[src/rtl/sbcsp_consts.svh]
// constants for the serial slave port of the system basis device
// assumes: 10 MHz core clock, included by bare name from rtl files
// Notes on behaviour
// RL1 - one 16-bit control word per frame, clocked by host serial clock
// RL2 - chip_select_low falling opens a transmission cycle
// RL3 - word is decoded and acted on only after chip select rises
// RL4 - data output released to high impedance when chip select rises
// RL5 - data input sampled on every falling serial clock edge
// RL6 - data output updated after every rising serial clock edge
// RL7 - host gives each device its own select; no daisy chain
// RL8 - clock count other than 0 or 16 discards word, flags error next frame
// RL9 - bits 6..0 address, bit 7 access type, bits 15..8 data byte
// RL10 - host holds serial clock low while lowering chip select
// RL11 - frames received during restart state are not interpreted
// RL12 - all pins synchronised into core clock; frame handed over at once
`ifndef SBCSP_CONSTS_SVH
`define SBCSP_CONSTS_SVH
`define SBCSP_WORD_BITS   16
`define SBCSP_CNT_BITS    5
`define SBCSP_CNT_ZERO    5'h00
`define SBCSP_CNT_FULL    5'h10
`define SBCSP_CNT_OVER    5'h11
`define SBCSP_CNT_STEP    5'h01
`define SBCSP_PIN_IDLE    3'h4
`define SBCSP_ADDR_LSB    0
`define SBCSP_ADDR_MSB    6
`define SBCSP_ACC_BIT     7
`define SBCSP_DATA_LSB    8
`define SBCSP_DATA_MSB    15
`define SBCSP_ERR_RESET   1'b0
`endif

[src/rtl/sbcsp_pkg.sv]
// types for the serial slave port
// assumes: sbcsp_consts.svh included by users for numeric values
package sbcsp_pkg;
  typedef enum logic [2:0] {
    SBCSP_IDLE  = 3'b001,
    SBCSP_FRAME = 3'b010,
    SBCSP_CLOSE = 3'b100
  } sbcsp_state_e;
endpackage

[src/rtl/sbcsp_port.sv]
// serial slave port: 16-bit frames, framed by active-low select
// assumes: serial pins asynchronous, sampled by 10 MHz CLK
`include "sbcsp_consts.svh"
module sbcsp_port #(
  parameter int WORD_BITS = `SBCSP_WORD_BITS
) (
  input  wire logic                 CLK,
  input  wire logic                 RESET,
  input  wire logic                 CHIP_SELECT_LOW_N,
  input  wire logic                 SCLK,
  input  wire logic                 SDI,
  output logic                      SDO,
  output logic                      SDO_OE,
  input  wire logic                 RESTART_ACTIVE,
  input  wire logic [WORD_BITS-1:0] TX_WORD,
  output logic                      RX_VALID,
  output logic      [6:0]           RX_ADDR,
  output logic                      RX_ACCESS,
  output logic      [7:0]           RX_DATA,
  output logic                      FRAME_ERROR
);
  logic [2:0] pins_s;
  logic       cs_n_s;
  logic       sclk_s;
  logic       sdi_s;

  // RL12
  sbcsp_sync #(.WIDTH(3)) u_sync (
    .CLK       (CLK),
    .RESET     (RESET),
    .ASYNC_IN  ({CHIP_SELECT_LOW_N, SCLK, SDI}),
    .RESET_VAL (`SBCSP_PIN_IDLE),
    .SYNC_OUT  (pins_s)
  );
  assign cs_n_s = pins_s[2];
  assign sclk_s = pins_s[1];
  assign sdi_s  = pins_s[0];

  // frame sequencer
  sbcsp_pkg::sbcsp_state_e    state_q;
  sbcsp_pkg::sbcsp_state_e    state_d;
  logic [`SBCSP_CNT_BITS-1:0] cnt_q;
  logic [`SBCSP_CNT_BITS-1:0] cnt_d;
  logic                       oe_q;
  logic                       oe_d;
  logic                       rst_seen_q;
  logic                       rst_seen_d;
  logic                       hot_q;
  logic                       hot_d;
  // receive path
  logic                       sclk_q;
  logic                       sclk_d;
  logic [WORD_BITS-1:0]       rx_q;
  logic [WORD_BITS-1:0]       rx_d;
  // transmit path
  logic [WORD_BITS-1:0]       tx_q;
  logic [WORD_BITS-1:0]       tx_d;
  logic                       sdo_q;
  logic                       sdo_d;
  // hand-over
  logic                       err_q;
  logic                       err_d;
  logic                       valid_q;
  logic                       valid_d;
  logic [WORD_BITS-1:0]       word_q;
  logic [WORD_BITS-1:0]       word_d;
  // decoded events
  logic                       fall;
  logic                       rise;
  logic                       opening;
  logic                       in_frame;
  logic                       closing;
  logic                       clean;

  // edges found on the synchronised copy, never the first stage
  assign fall     = sclk_q & ~sclk_s;
  assign rise     = ~sclk_q & sclk_s;
  assign opening  = (state_q == sbcsp_pkg::SBCSP_IDLE) && !cs_n_s; // RL2
  assign in_frame = (state_q == sbcsp_pkg::SBCSP_FRAME);
  assign closing  = (state_q == sbcsp_pkg::SBCSP_CLOSE); // RL3
  // restart or a clock high at either select edge spoils the frame
  assign clean    = !rst_seen_q && !RESTART_ACTIVE && !hot_q && !sclk_s;

  // sequencer: opens, counts falling edges, closes on select high
  always_comb begin
    state_d    = state_q;
    cnt_d      = cnt_q;
    oe_d       = oe_q;
    rst_seen_d = rst_seen_q;
    hot_d      = hot_q;
    case (state_q)
      sbcsp_pkg::SBCSP_IDLE: begin
        oe_d = 1'b0;
        if (opening) begin // RL2
          state_d    = sbcsp_pkg::SBCSP_FRAME;
          cnt_d      = `SBCSP_CNT_ZERO;
          rst_seen_d = RESTART_ACTIVE; // RL11
          oe_d       = 1'b1;
          // clock high at select edge: host broke the framing
          hot_d      = sclk_s; // RL10
        end
      end
      sbcsp_pkg::SBCSP_FRAME: begin
        // restart at any point of the frame is enough to drop it
        if (RESTART_ACTIVE) begin // RL11
          rst_seen_d = 1'b1;
        end
        // stops one past a full word so long frames stay refused
        if (fall && cnt_q != `SBCSP_CNT_OVER) begin // RL8
          cnt_d = cnt_q + `SBCSP_CNT_STEP;
        end
        // a cut frame still closes here and is judged by its count
        if (cs_n_s) begin
          state_d = sbcsp_pkg::SBCSP_CLOSE;
          oe_d    = 1'b0; // RL4
        end
      end
      sbcsp_pkg::SBCSP_CLOSE: begin
        state_d = sbcsp_pkg::SBCSP_IDLE;
        oe_d    = 1'b0;
      end
      default: begin
        state_d = sbcsp_pkg::SBCSP_IDLE;
        oe_d    = 1'b0;
      end
    endcase
    if (RESET) begin
      state_d    = sbcsp_pkg::SBCSP_IDLE;
      cnt_d      = `SBCSP_CNT_ZERO;
      oe_d       = 1'b0;
      rst_seen_d = 1'b0;
      hot_d      = 1'b0;
    end
  end

  always_ff @(posedge CLK) begin
    state_q    <= state_d;
    cnt_q      <= cnt_d;
    oe_q       <= oe_d;
    rst_seen_q <= rst_seen_d;
    hot_q      <= hot_d;
  end

  // receive: word fills from the top, first bit lands in bit 0
  always_comb begin
    sclk_d = sclk_s;
    rx_d   = rx_q;
    // sdi and sclk share one sync depth, so data lines up with its edge
    if (in_frame && fall) begin // RL5
      rx_d = {sdi_s, rx_q[WORD_BITS-1:1]}; // RL1
    end
    if (RESET) begin
      sclk_d = 1'b0;
      rx_d   = '0;
    end
  end

  always_ff @(posedge CLK) begin
    sclk_q <= sclk_d;
    rx_q   <= rx_d;
  end

  // transmit: frame word captured at open, shifted out lsb first
  always_comb begin
    tx_d  = tx_q;
    sdo_d = sdo_q;
    // tx word sampled once per frame; later changes wait for the next
    if (opening) begin
      // error shown before first rising edge
      tx_d  = TX_WORD;
      sdo_d = err_q; // RL8
    end
    // sdo keeps its last bit after close; only the enable releases it
    if (in_frame && rise) begin // RL6
      sdo_d = tx_q[0];
      tx_d  = {1'b0, tx_q[WORD_BITS-1:1]};
    end
    if (RESET) begin
      tx_d  = '0;
      sdo_d = 1'b0;
    end
  end

  always_ff @(posedge CLK) begin
    tx_q  <= tx_d;
    sdo_q <= sdo_d;
  end

  // hand-over: whole word moves in one cycle, never bit by bit
  always_comb begin
    err_d   = err_q;
    valid_d = 1'b0;
    word_d  = word_q;
    if (closing) begin
      if (cnt_q == `SBCSP_CNT_FULL && clean) begin
        valid_d = 1'b1; // RL3 RL11
        word_d  = rx_q;
        err_d   = 1'b0;
      end else if (cnt_q == `SBCSP_CNT_ZERO && clean) begin
        // quick check of the flag: nothing to act on
        err_d = 1'b0;
      end else begin
        // whole command dropped, flag shown on the next frame
        err_d = 1'b1; // RL8
      end
    end
    if (RESET) begin
      err_d   = `SBCSP_ERR_RESET;
      valid_d = 1'b0;
      word_d  = '0;
    end
  end

  always_ff @(posedge CLK) begin
    err_q   <= err_d;
    valid_q <= valid_d;
    word_q  <= word_d;
  end

  // single-cycle hand-over of the whole word
  assign RX_VALID    = valid_q; // RL12
  assign RX_ADDR     = word_q[`SBCSP_ADDR_MSB:`SBCSP_ADDR_LSB]; // RL9
  assign RX_ACCESS   = word_q[`SBCSP_ACC_BIT];
  assign RX_DATA     = word_q[`SBCSP_DATA_MSB:`SBCSP_DATA_LSB];
  assign FRAME_ERROR = err_q;
  assign SDO         = sdo_q;
  assign SDO_OE      = oe_q;
endmodule // sbcsp_port

[src/rtl/sbcsp_sync.sv]
// two flip-flop synchroniser, one per bit via generate
// assumes: inputs asynchronous to CLK
module sbcsp_sync #(
  parameter int WIDTH = 3
) (
  input  wire logic             CLK,
  input  wire logic             RESET,
  input  wire logic [WIDTH-1:0] ASYNC_IN,
  input  wire logic [WIDTH-1:0] RESET_VAL,
  output logic      [WIDTH-1:0] SYNC_OUT
);
  logic [WIDTH-1:0] meta_q;
  logic [WIDTH-1:0] meta_d;
  logic [WIDTH-1:0] sync_q;
  logic [WIDTH-1:0] sync_d;

  genvar g;
  generate
    for (g = 0; g < WIDTH; g++) begin : g_bit
      assign meta_d[g] = RESET ? RESET_VAL[g] : ASYNC_IN[g];
      assign sync_d[g] = RESET ? RESET_VAL[g] : meta_q[g];
    end
  endgenerate

  always_ff @(posedge CLK) begin
    meta_q <= meta_d;
    sync_q <= sync_d;
  end

  assign SYNC_OUT = sync_q;
endmodule // sbcsp_sync

[config.mk]
export PLATFORM = sky130hd
export DESIGN_NAME = sbcsp_port
export DESIGN_NICKNAME = d
export VERILOG_FILES = /design/src/rtl/sbcsp_pkg.sv /design/src/rtl/sbcsp_port.sv /design/src/rtl/sbcsp_sync.sv
export VERILOG_INCLUDE_DIRS = /design/src /design/src/rtl
export SDC_FILE = /design/constraint.sdc
export NUM_CORES = 1
export LEC_CHECK = 0
export BUFFER_PORTS_ARGS = -buffer_cell sky130_fd_sc_hd__buf_2
export CAP_MARGIN = 30
export CORE_AREA = 2 2 118 120
export DETAILED_ROUTE_END_ITERATION = 10
export DIE_AREA = 0 0 120 122
export GPL_ROUTABILITY_DRIVEN = 0
export PLACE_DENSITY = 0.5
export SLEW_MARGIN = 40
export SYNTH_ARGS = -nofsm -noshare
export SYNTH_HDL_FRONTEND = slang
export SYNTH_SLANG_ARGS = --single-unit
[constraint.sdc]
create_clock -name CLK -period 2 [get_ports CLK]
set_input_delay 0.2 -clock CLK [delete_from_list [all_inputs] [get_ports CLK]]
set_output_delay 0.2 -clock CLK [all_outputs]
set_load 0.01 [all_outputs]
==> flow_metrics.tcl, run 1 <==
set metrics [dict create \
    startpoint_type "flip-flop" \
    cts_num_sinks 69 \
    min_path_type "in2reg" \
    path_buf_inv 0 \
    hpwl_um 4840 \
    num_vias 2693 \
    syn_avg_cell_area_sq_um 8.894 \
    detail_route.wl_per_cell_um 14.02 \
    crit_fanout 17 \
    synth.top_cell.area_share_pct 45.41 \
    synthesis.area_sq_um 3042 \
    worstMarginPinSlew_ns 0.7507 \
    crit_family "simple AND/OR/NAND/NOR gates" \
    numCtsBuffers 9 \
    power_density_nw_per_um2 836.7 \
    synth_most_common_cell "dfxtp_1" \
    grt_first_pass_wirelength_um 12620 \
    clock_path_buffers 2 \
    nNetsFinal 397 \
    yosys-top-cells-count "69 x dfxtp_1, 37 x a21oi_1, 35 x nand2_1" \
    core_sq_um 13500 \
    drc 0 \
    clk_latency_ns 0.33 \
    period_share_pct 90.87 \
    cts_resized 0 \
    ys_top_cells_by_area "dfxtp_1 45%, a21oi_1 6.1%, a311oi_2 4.9%" \
    start_util_pct 22.52 \
    drt_pass1_iterations 4 \
    slew_violations 0 \
    die_h_um 122 \
    ant_nets 0 \
    endpoint "tx_q[4]" \
    path_clk_slew_ns 0.05 \
    die_x_um 120 \
    ys_async_sr_fraction_pct 0 \
    synth_edf_count 0 \
    post-route-min-period_ns 1.817 \
    reg2reg_slack_ns 0.18 \
    syn_nets 367 \
    cp.depth 3 \
    cts_hold_buffers 0 \
    grt_start_max_net_pins 38 \
    grt.total_usage_pct 10.92 \
    synthCells 342 \
    fin_hold_ws_ns 0.05784 \
    n_antenna_cell 0 \
    cts_tree "yes" \
    max_stage_delay_ns 0.54 \
    worst_setup_path_end_kind "flip-flop" \
    reg2reg_from "state_q[2]" \
    post_cts_buffers 0 \
    yosysSeqAreaShare_pct 45.41 \
    ys_types 43 \
    max_clock_freq_mhz 550.2 \
    ir_worst_vdd_mv 0.4936 \
    io_pins 42 \
    antenna_found_initial 0 \
    maxCapViolCount 0 \
    power_w 0.003128 \
    rsz0062_at_grt "false" \
    die_area_sq_um 14640 \
    r2r-end "tx_q[4]" \
    r2r_cells 3 \
    drt_iter0_drc 164 \
    drt-vias-per-instance 4.835 \
    crit_chain "or3b_1, or2_2, a311oi_1" \
    leakage_nw 1.246 \
    final.setup.tns_ns 0 \
    overflow 0 \
    hold_viol 0 \
    synth_seq_cells 69 \
    critPathKind "reg2reg" \
    synth-main-ff-cell "dfxtp_1" \
    io_buffers 41 \
    htree_levels 3 \
    cp_slowest_cell "or2_2" \
    worstPathArrival_ns 2.06 \
    finClkSkew_ns 0.005505 \
    ys_warn_count 0 \
    status "finished, final reports clean" \
    finalSetupViolations 0 \
    drive_above_1_share_pct 25.20 \
    syn2layout_area_growth_pct 22.91 \
    synth_top_area_cell "dfxtp_1" \
    crit_start "state_q[2]" \
    drt-total-wl_um 7807 \
    rows 43 \
    crit_required_ns 2.24 \
    cts-root-buf "clkbuf_16" \
    slew_headroom_pct 49.95 \
    grt_pass1_vias 2604 \
]
[sequential cells by signal (all words and copies together) (netlist names), 3 cells and up]
signal and cells:
cnt_q 5, u_sync.SYNC_OUT 3, rx_q 16, tx_q 16, state_q 3, u_sync.meta_q 3
word_q 16
[cell type report]
cell class / count / area (sq um)
Inverter: 2 / 7.507
Multi-Input combinational cell: 229 / 1464
Tap cell: 180 / 225.2
Clock inverter: 5 / 50.05
Clock buffer: 11 / 242.7
Timing Repair Buffer: 61 / 367.9
Fill cell: 1413 / 9766
Sequential cell: 69 / 1381
[metal layers]
layer	track usage [%]	up-vias	wire length, um
met5	0	-	0
met1	13.06	1295	3558
met4	5.882	0	160
met3	2.996	12	354
met2	17.83	53	3734
li1	-	1333	-
[stage by stage]
stage                     instance area [sq um]  instances  worst slack (ns)  utilization (%)
after global routing                       3739        557           0.05988            27.68
final                                      3739        557            0.1826            27.68
after global placement                     3446        541            0.1379            25.52
after CTS                                  3739        557           0.06951            27.68
after detailed placement                   3446        541           0.08463            25.52
after floorplan                            3042        342            0.2429                -
[cell usage in the layout (no fill, tap or decap), drive strengths merged, types with 5 or more instances in the layout]
cell | Yosys | final
dfxtp | 69 | 69
nand4 | 19 | 19
o31ai | 16 | 16
o311ai | 5 | 5
buf | 15 | 61
nor3 | 19 | 19
clkbuf | 27 | 11
nor2b | 7 | 7
o21ai | 17 | 17
a21oi | 37 | 37
nand3 | 21 | 21
a311oi | 16 | 16
nand2 | 35 | 35
[how the worst min path moves through the flow]
stage,startpoint,endpoint,slack [ns],depth (start not counted)
2_1_floorplan,CHIP_SELECT_LOW_N,u_sync.meta_q[2],0.30,1
3_3_place_gp,u_sync.meta_q[2],u_sync.SYNC_OUT[2],0.40,1
3_5_place_dp,CHIP_SELECT_LOW_N,u_sync.meta_q[2],0.40,2
4_1_cts,CHIP_SELECT_LOW_N,u_sync.meta_q[2],0.05,2
5_1_grt,CHIP_SELECT_LOW_N,u_sync.meta_q[2],0.05,2
6_report,CHIP_SELECT_LOW_N,u_sync.meta_q[2],0.06,2
[kinds of logic (layout without fill, tap and decap cells)]
kind of cell	Yosys count	count (layout)	synth area share, %
simple gates	128	128	23.86
buf+inv	44	79	6.828
mux	1	1	0.3291
flops	69	69	45.41
fa+ha+maj	3	3	1.234
xor+xnor	1	1	0.2880
compound gates	96	96	22.05
[power breakdown]
group / total, W / internal [W] / switching (W)
clock: 0.00157 / 0.000990 / 0.000585
combinational: 0.000147 / 0.0000565 / 0.0000906
sequential: 0.00141 / 0.00140 / 0.0000112
Power figures use the tool's default switching activity.
==> run 2, diff against run 1 <==
Settings changed: CTS_CLUSTER_SIZE set to 20, PLACE_DENSITY 0.5 to 0.49, SYNTH_HIERARCHICAL set to 1.
==> run 2 against run 1 <==
  * Sequential share of layout area grew 0.67 points
  * Non-clock buffer count down 6
  * Cell count decreased by 3.2%
  * Synthesized area fell by 1.6%
  * Sequential power rose by 5%
  * Critical path type unchanged
  * Critical endpoint is now tx_q[13]
  * Highest routed layer unchanged
==> flow_metrics.tcl, run 2 <==
set metrics [dict create \
    grt_start_max_net_pins 37 \
    intPower_w 0.002583 \
    r2r_cells 4 \
    cp_slowest_cell "or4b_1" \
    synth_top_area_cell "dfxtp_1" \
    rows 43 \
    synthesis.area_sq_um 2993 \
    synth_xor_area_share_pct 0.2926 \
    antenna_found_initial 0 \
    power.share.clock_pct 46.5 \
    fin_hold_ws_ns 0.09931 \
    hold_viol 0 \
    clk_latency_ns 0.33 \
    hold-path-endpoint "u_sync/meta_q[2]" \
    syn_avg_cell_area_sq_um 9.237 \
    cts_num_sinks 69 \
    synthCells 324 \
    r2r-end "tx_q[13]" \
    stdcell_area_sq_um 3672 \
    die_x_um 120 \
    max_stage_delay_ns 0.71 \
    drt_pass1_iterations 4 \
    post-route-min-period_ns 1.865 \
    power_density_nw_per_um2 908.3 \
    maxCapViolCount 0 \
    hpwl_um 4550 \
    cts_tree "yes" \
    reg2reg_from "state_q[2]" \
    detail_route.wl_per_cell_um 13.07 \
    final_common_cell "dfxtp_1" \
    min_path_cells 2 \
    post_cts_buffers 0 \
    yosys-top-cells-count "69 x dfxtp_1, 52 x a21oi_1, 26 x clkbuf_1" \
    crit_required_ns 2.27 \
    finalSetupViolations 0 \
    startpoint_type "flip-flop" \
    synth_top_family_by_area "compound AO/OA/AOI/OAI gates" \
    multi_input_area_sq_um 1404 \
    synth.top_cell.area_share_pct 46.15 \
    ir_worst_vdd_mv 0.3135 \
    die_area_sq_um 14640 \
    slew_headroom_pct 54.10 \
    synth_edf_count 0 \
    cts-root-buf "clkbuf_16" \
    grt_pass1_vias 2440 \
    n_antenna_cell 0 \
    synthMuxAreaShare_pct 3.344 \
    critPathKind "reg2reg" \
    pwr-share-seq_pct 44.5 \
    grt_first_pass_wirelength_um 11720 \
    fill_cells 1416 \
    io_buffers 41 \
    synth_seq_cells 69 \
    cts_resized 0 \
    die_h_um 122 \
    overflow 0 \
    placed_cell_area_sq_um 3378 \
    slew_violations 0 \
    path_clk_slew_ns 0.05 \
    crit_family "simple AND/OR/NAND/NOR gates" \
    top_regs "rx_q: 16 flops, tx_q: 16 flops, word_q: 16 flops" \
    htree_levels 3 \
    synth_most_common_cell "dfxtp_1" \
    clock_path_buffers 2 \
    rsz0062_at_grt "false" \
    worstMarginPinSlew_ns 0.6886 \
    min_path_type "in2reg" \
    synth-simple-area-share_pct 16.30 \
    core_sq_um 13500 \
    seqCellArea_sq_um 1381 \
    yosysSeqAreaShare_pct 46.15 \
    start_util_pct 22.16 \
    worst_setup_path_end_kind "flip-flop" \
    ys_async_sr_fraction_pct 0 \
    power_switching_w 0.0007524 \
    synth_compound_area_share_pct 24.37 \
    ys_warn_count 6 \
    max_clock_freq_mhz 536.1 \
    hp-start "CHIP_SELECT_LOW_N" \
    crit_chain "buf_4, or4b_1, o21ai_2, o221a_2" \
    grt.total_usage_pct 10.01 \
    nNetsFinal 382 \
    io_pins 42 \
    drt-vias-per-instance 4.670 \
    final_cell_mix "69 x dfxtp_1, 52 x a21oi_1, 41 x buf_2" \
    cts_hold_buffers 0 \
    drc 0 \
    pre_cts_ws_ns 0.1487 \
    period_share_pct 93.27 \
    status "finished, final reports clean" \
    syn2layout_area_growth_pct 22.70 \
    numCtsBuffers 9 \
    reg2reg_slack_ns 0.13 \
    path_buf_inv 1 \
    finClkSkew_ns 0.007141 \
    final.setup.tns_ns 0 \
    worstPathArrival_ns 2.13 \
    ys_top_cells_by_area "dfxtp_1 46%, a21oi_1 8.7%, o221a_2 5.3%" \
    sw_frac_of_total_pct 22.56 \
    drt-total-wl_um 7044 \
    ant_nets 0 \
    leakage_nw 1.370 \
    comb_power_share_pct 9.1 \
    ys_types 43 \
    drive_above_1_share_pct 26.74 \
    drt_iter0_drc 137 \
    synth-main-ff-cell "dfxtp_1" \
    crit_fanout 15 \
    num_vias 2517 \
    synthAdderAreaFrac_pct 1.254 \
    setup_ws_ns 0.1347 \
]
run 2: cell count changes in the layout (fill, tap and decap cells not counted), moves of 5 or more:
cell,previous run,this run
nand2_1,35,5
a21oi_1,37,52
inv_1,2,17
nor3_1,19,4
o221a_2,0,14
a311oi_2,10,0
conb_1,0,6
mux2_4,0,6
a311oi_1,6,1
buf_4,19,14
nor2b_1,7,2
run 2: cell type report:
type,instances,area share (%)
clock buffer,11,6.882
timing repair buffer,55,8.450
tap,180,6.133
multi-input combinational,205,38.23
sequential,69,37.61
inverter,17,1.738
clock inverter,2,0.9540
run 2: worst max-delay path by stage:
stage | from | to | slack [ns] | cells after the start
after floorplan | cnt_q[0] | word_q[10] | 0.28 | 7
after global placement | state_q[2] | tx_q[3] | 0.17 | 4
after detailed placement | state_q[2] | tx_q[13] | 0.15 | 4
after CTS | state_q[2] | tx_q[13] | 0.13 | 4
after global routing | state_q[0] | tx_q[13] | 0.02 | 3
final | state_q[2] | tx_q[13] | 0.13 | 4
run 2: stage by stage:
step | util (%) | total power, W | instances
3_3_place_gp | 25.02 | 0.001811 | 526
5_1_grt | 27.19 | 0.003474 | 539
2_1_floorplan | - | 0.001727 | 328
6_report | 27.19 | 0.003336 | 539
4_1_cts | 27.15 | 0.003380 | 539
3_5_place_dp | 25.02 | 0.001818 | 526
run 2: per-layer routing:
layer	global-route usage [%]	part of all wire (%)	vias up
met1	12.04	45	1205
met4	4.632	1.2	0
li1	-	-	1262
met5	0	0	-
met2	16.97	50	45
met3	2.294	3.7	5
run 2: power groups by stage:
stage / clock network [W] / registers [W] / logic (W)
after floorplan: 0 / 0.00150 / 0.000228
after global placement: 0 / 0.00151 / 0.000301
after detailed placement: 0 / 0.00151 / 0.000308
after CTS: 0.00159 / 0.00148 / 0.000307
after global routing: 0.00165 / 0.00149 / 0.000335
final: 0.00155 / 0.00148 / 0.000302
run 2: worst reg2reg max path, cell delays in order (launching register included):
cell and delay (ns):
dfxtp_1 0.31, buf_4 0.16, or4b_1 0.71, o21ai_2 0.32, o221a_2 0.31
run 2: cell families after synthesis:
kind of cell | Yosys count
AO/OA/AOI/OAI | 112
AND/OR/NAND/NOR | 76
flip-flops | 69
buffers and inverters | 54
multiplexers | 7
adder cells (fa/ha/maj) | 3
other | 2
XOR/XNOR | 1
==> run 3, diff against run 2 <==
Settings changed: CELL_PAD_IN_SITES_DETAIL_PLACEMENT set to 0, CELL_PAD_IN_SITES_GLOBAL_PLACEMENT set to 1, PLACE_DENSITY 0.49 to 0.57.
==> run 3 against run 2 <==
  * Sequential power about the same
  * Sequential share of layout area about the same
  * Core utilization about the same
  * Wire length up 4.6%
  * Worst hold slack worse by 0.0037 ns
  * Critical path type unchanged
  * Critical endpoint is now tx_q[10]
  * First-iteration DRC count up 25%
  * Critical path depth unchanged
  * Sequential cell count unchanged
  * Combinational power up 4%
  * Register-to-register slack worse by 0.02 ns
==> flow_metrics.tcl, run 3 (synthesis gave the netlist of run 2 again) <==
set metrics [dict create \
    slew_headroom_pct 59.56 \
    grt_pass1_vias 2468 \
    critPathKind "reg2reg" \
    drt_iter0_drc 171 \
    min_path_type "in2reg" \
    status "finished, final reports clean" \
    grt.total_usage_pct 10.36 \
    crit_required_ns 2.27 \
    top_regs "rx_q: 16 flops, tx_q: 16 flops, word_q: 16 flops" \
    max_stage_delay_ns 0.72 \
    drt-total-wl_um 7370 \
    cts_resized 0 \
    n_antenna_cell 0 \
    numCtsBuffers 9 \
    io_pins 42 \
    finalSetupViolations 0 \
    leakage_nw 1.375 \
    power.share.clock_pct 43.7 \
    clk_latency_ns 0.33 \
    die_area_sq_um 14640 \
    min_path_cells 2 \
    post-route-min-period_ns 1.883 \
    io_buffers 41 \
    period_share_pct 94.15 \
    power_switching_w 0.0007553 \
    worstPathArrival_ns 2.15 \
    pwr-share-seq_pct 46.4 \
    fin_util_pct 27.17 \
    cts-root-buf "clkbuf_16" \
    post_cts_buffers 0 \
    reg2reg_slack_ns 0.12 \
    core_sq_um 13500 \
    power_density_nw_per_um2 871.2 \
    r2r-end "tx_q[10]" \
    rsz0062_at_grt "false" \
    instances_no_fill 545 \
    start_util_pct 22.16 \
    pre_cts_ws_ns 0.1276 \
    comb_power_share_pct 9.8 \
    cts_num_sinks 69 \
    grt_start_max_net_pins 30 \
    ir_worst_vdd_mv 0.2680 \
    path_buf_inv 1 \
    drt-vias-per-instance 4.721 \
    syn2layout_area_growth_pct 22.58 \
    maxCapViolCount 0 \
    max_clock_freq_mhz 531.1 \
    drive_above_1_share_pct 26.85 \
    placed_cell_area_sq_um 3408 \
    die_h_um 122 \
    startpoint_type "flip-flop" \
    reg2reg_from "state_q[2]" \
    drt_pass1_iterations 4 \
    cts_hold_buffers 0 \
    hpwl_um 4829 \
    htree_levels 3 \
    setup_ws_ns 0.1169 \
    die_x_um 120 \
    worstMarginPinSlew_ns 0.6065 \
    num_vias 2573 \
    ant_nets 0 \
    detail_route.wl_per_cell_um 13.52 \
    cp_slowest_cell "or4b_1" \
    crit_family "simple AND/OR/NAND/NOR gates" \
    rows 43 \
    clock_path_buffers 2 \
    hold-path-endpoint "u_sync/meta_q[0]" \
    slew_violations 0 \
    final.setup.tns_ns 0 \
    hold_viol 0 \
    crit_fanout 15 \
    hp-start "SDI" \
    placed_cells 530 \
    worst_setup_path_end_kind "flip-flop" \
    crit_chain "buf_4, or4b_1, o21ai_2, o221a_2" \
    drc 0 \
    grt_first_pass_wirelength_um 12100 \
    stdcell_area_sq_um 3669 \
    r2r_cells 4 \
    nNetsFinal 386 \
    final_cell_mix "69 x dfxtp_1, 52 x a21oi_1, 41 x buf_2" \
    intPower_w 0.002441 \
    overflow 0 \
    path_clk_slew_ns 0.05 \
    finClkSkew_ns 0.004653 \
    sw_frac_of_total_pct 23.63 \
    cts_tree "yes" \
    fill_cells 1433 \
    antenna_found_initial 0 \
    final_common_cell "dfxtp_1" \
]
[run 3: how the worst max path moves through the flow]
stage	to	startpoint	slack [ns]	cells past startpoint
CTS	tx_q[10]	state_q[2]	0.11	4
global placement	tx_q[12]	state_q[2]	0.16	4
floorplan	word_q[10]	cnt_q[0]	0.28	7
finish	tx_q[10]	state_q[2]	0.12	4
global route	tx_q[2]	state_q[2]	0.02	4
detailed placement	tx_q[4]	state_q[2]	0.13	4
[run 3: power groups by stage]
stage,clock (W),sequential (W),combinational (W)
after floorplan,0,0.00150,0.000228
after global placement,0,0.00151,0.000312
after detailed placement,0,0.00151,0.000319
after CTS,0.00144,0.00148,0.000318
after global routing,0.00149,0.00149,0.000349
final,0.00140,0.00148,0.000314
[run 3: routing by layer]
| metal | GRT usage (%) | vias to the layer above | wire (um) |
|---|---|---|---|
| li1 | - | 1274 | - |
| met1 | 12.85 | 1263 | 3484 |
| met2 | 17.12 | 27 | 3602 |
| met3 | 2.341 | 9 | 175 |
| met4 | 4.779 | 0 | 107 |
| met5 | 0 | - | 0 |
[run 3: stage by stage]
step	total power, W	hold slack, ns
after floorplan	0.001727	0.3434
after global placement	0.001823	0.4317
after detailed placement	0.001829	0.4314
after CTS	0.003243	0.08369
after global routing	0.003334	0.09100
final	0.003196	0.09560
[run 3: final cells by class]
class	instances	area, sq um	area share [%]
Sequential cell	69	1381	37.65
Multi-Input combinational cell	205	1398	38.10
Timing Repair Buffer	59	340.3	9.277
Inverter	17	63.81	1.739
Clock buffer	13	250.2	6.821
Clock inverter	2	10.01	0.2729
Tap cell	180	225.2	6.139
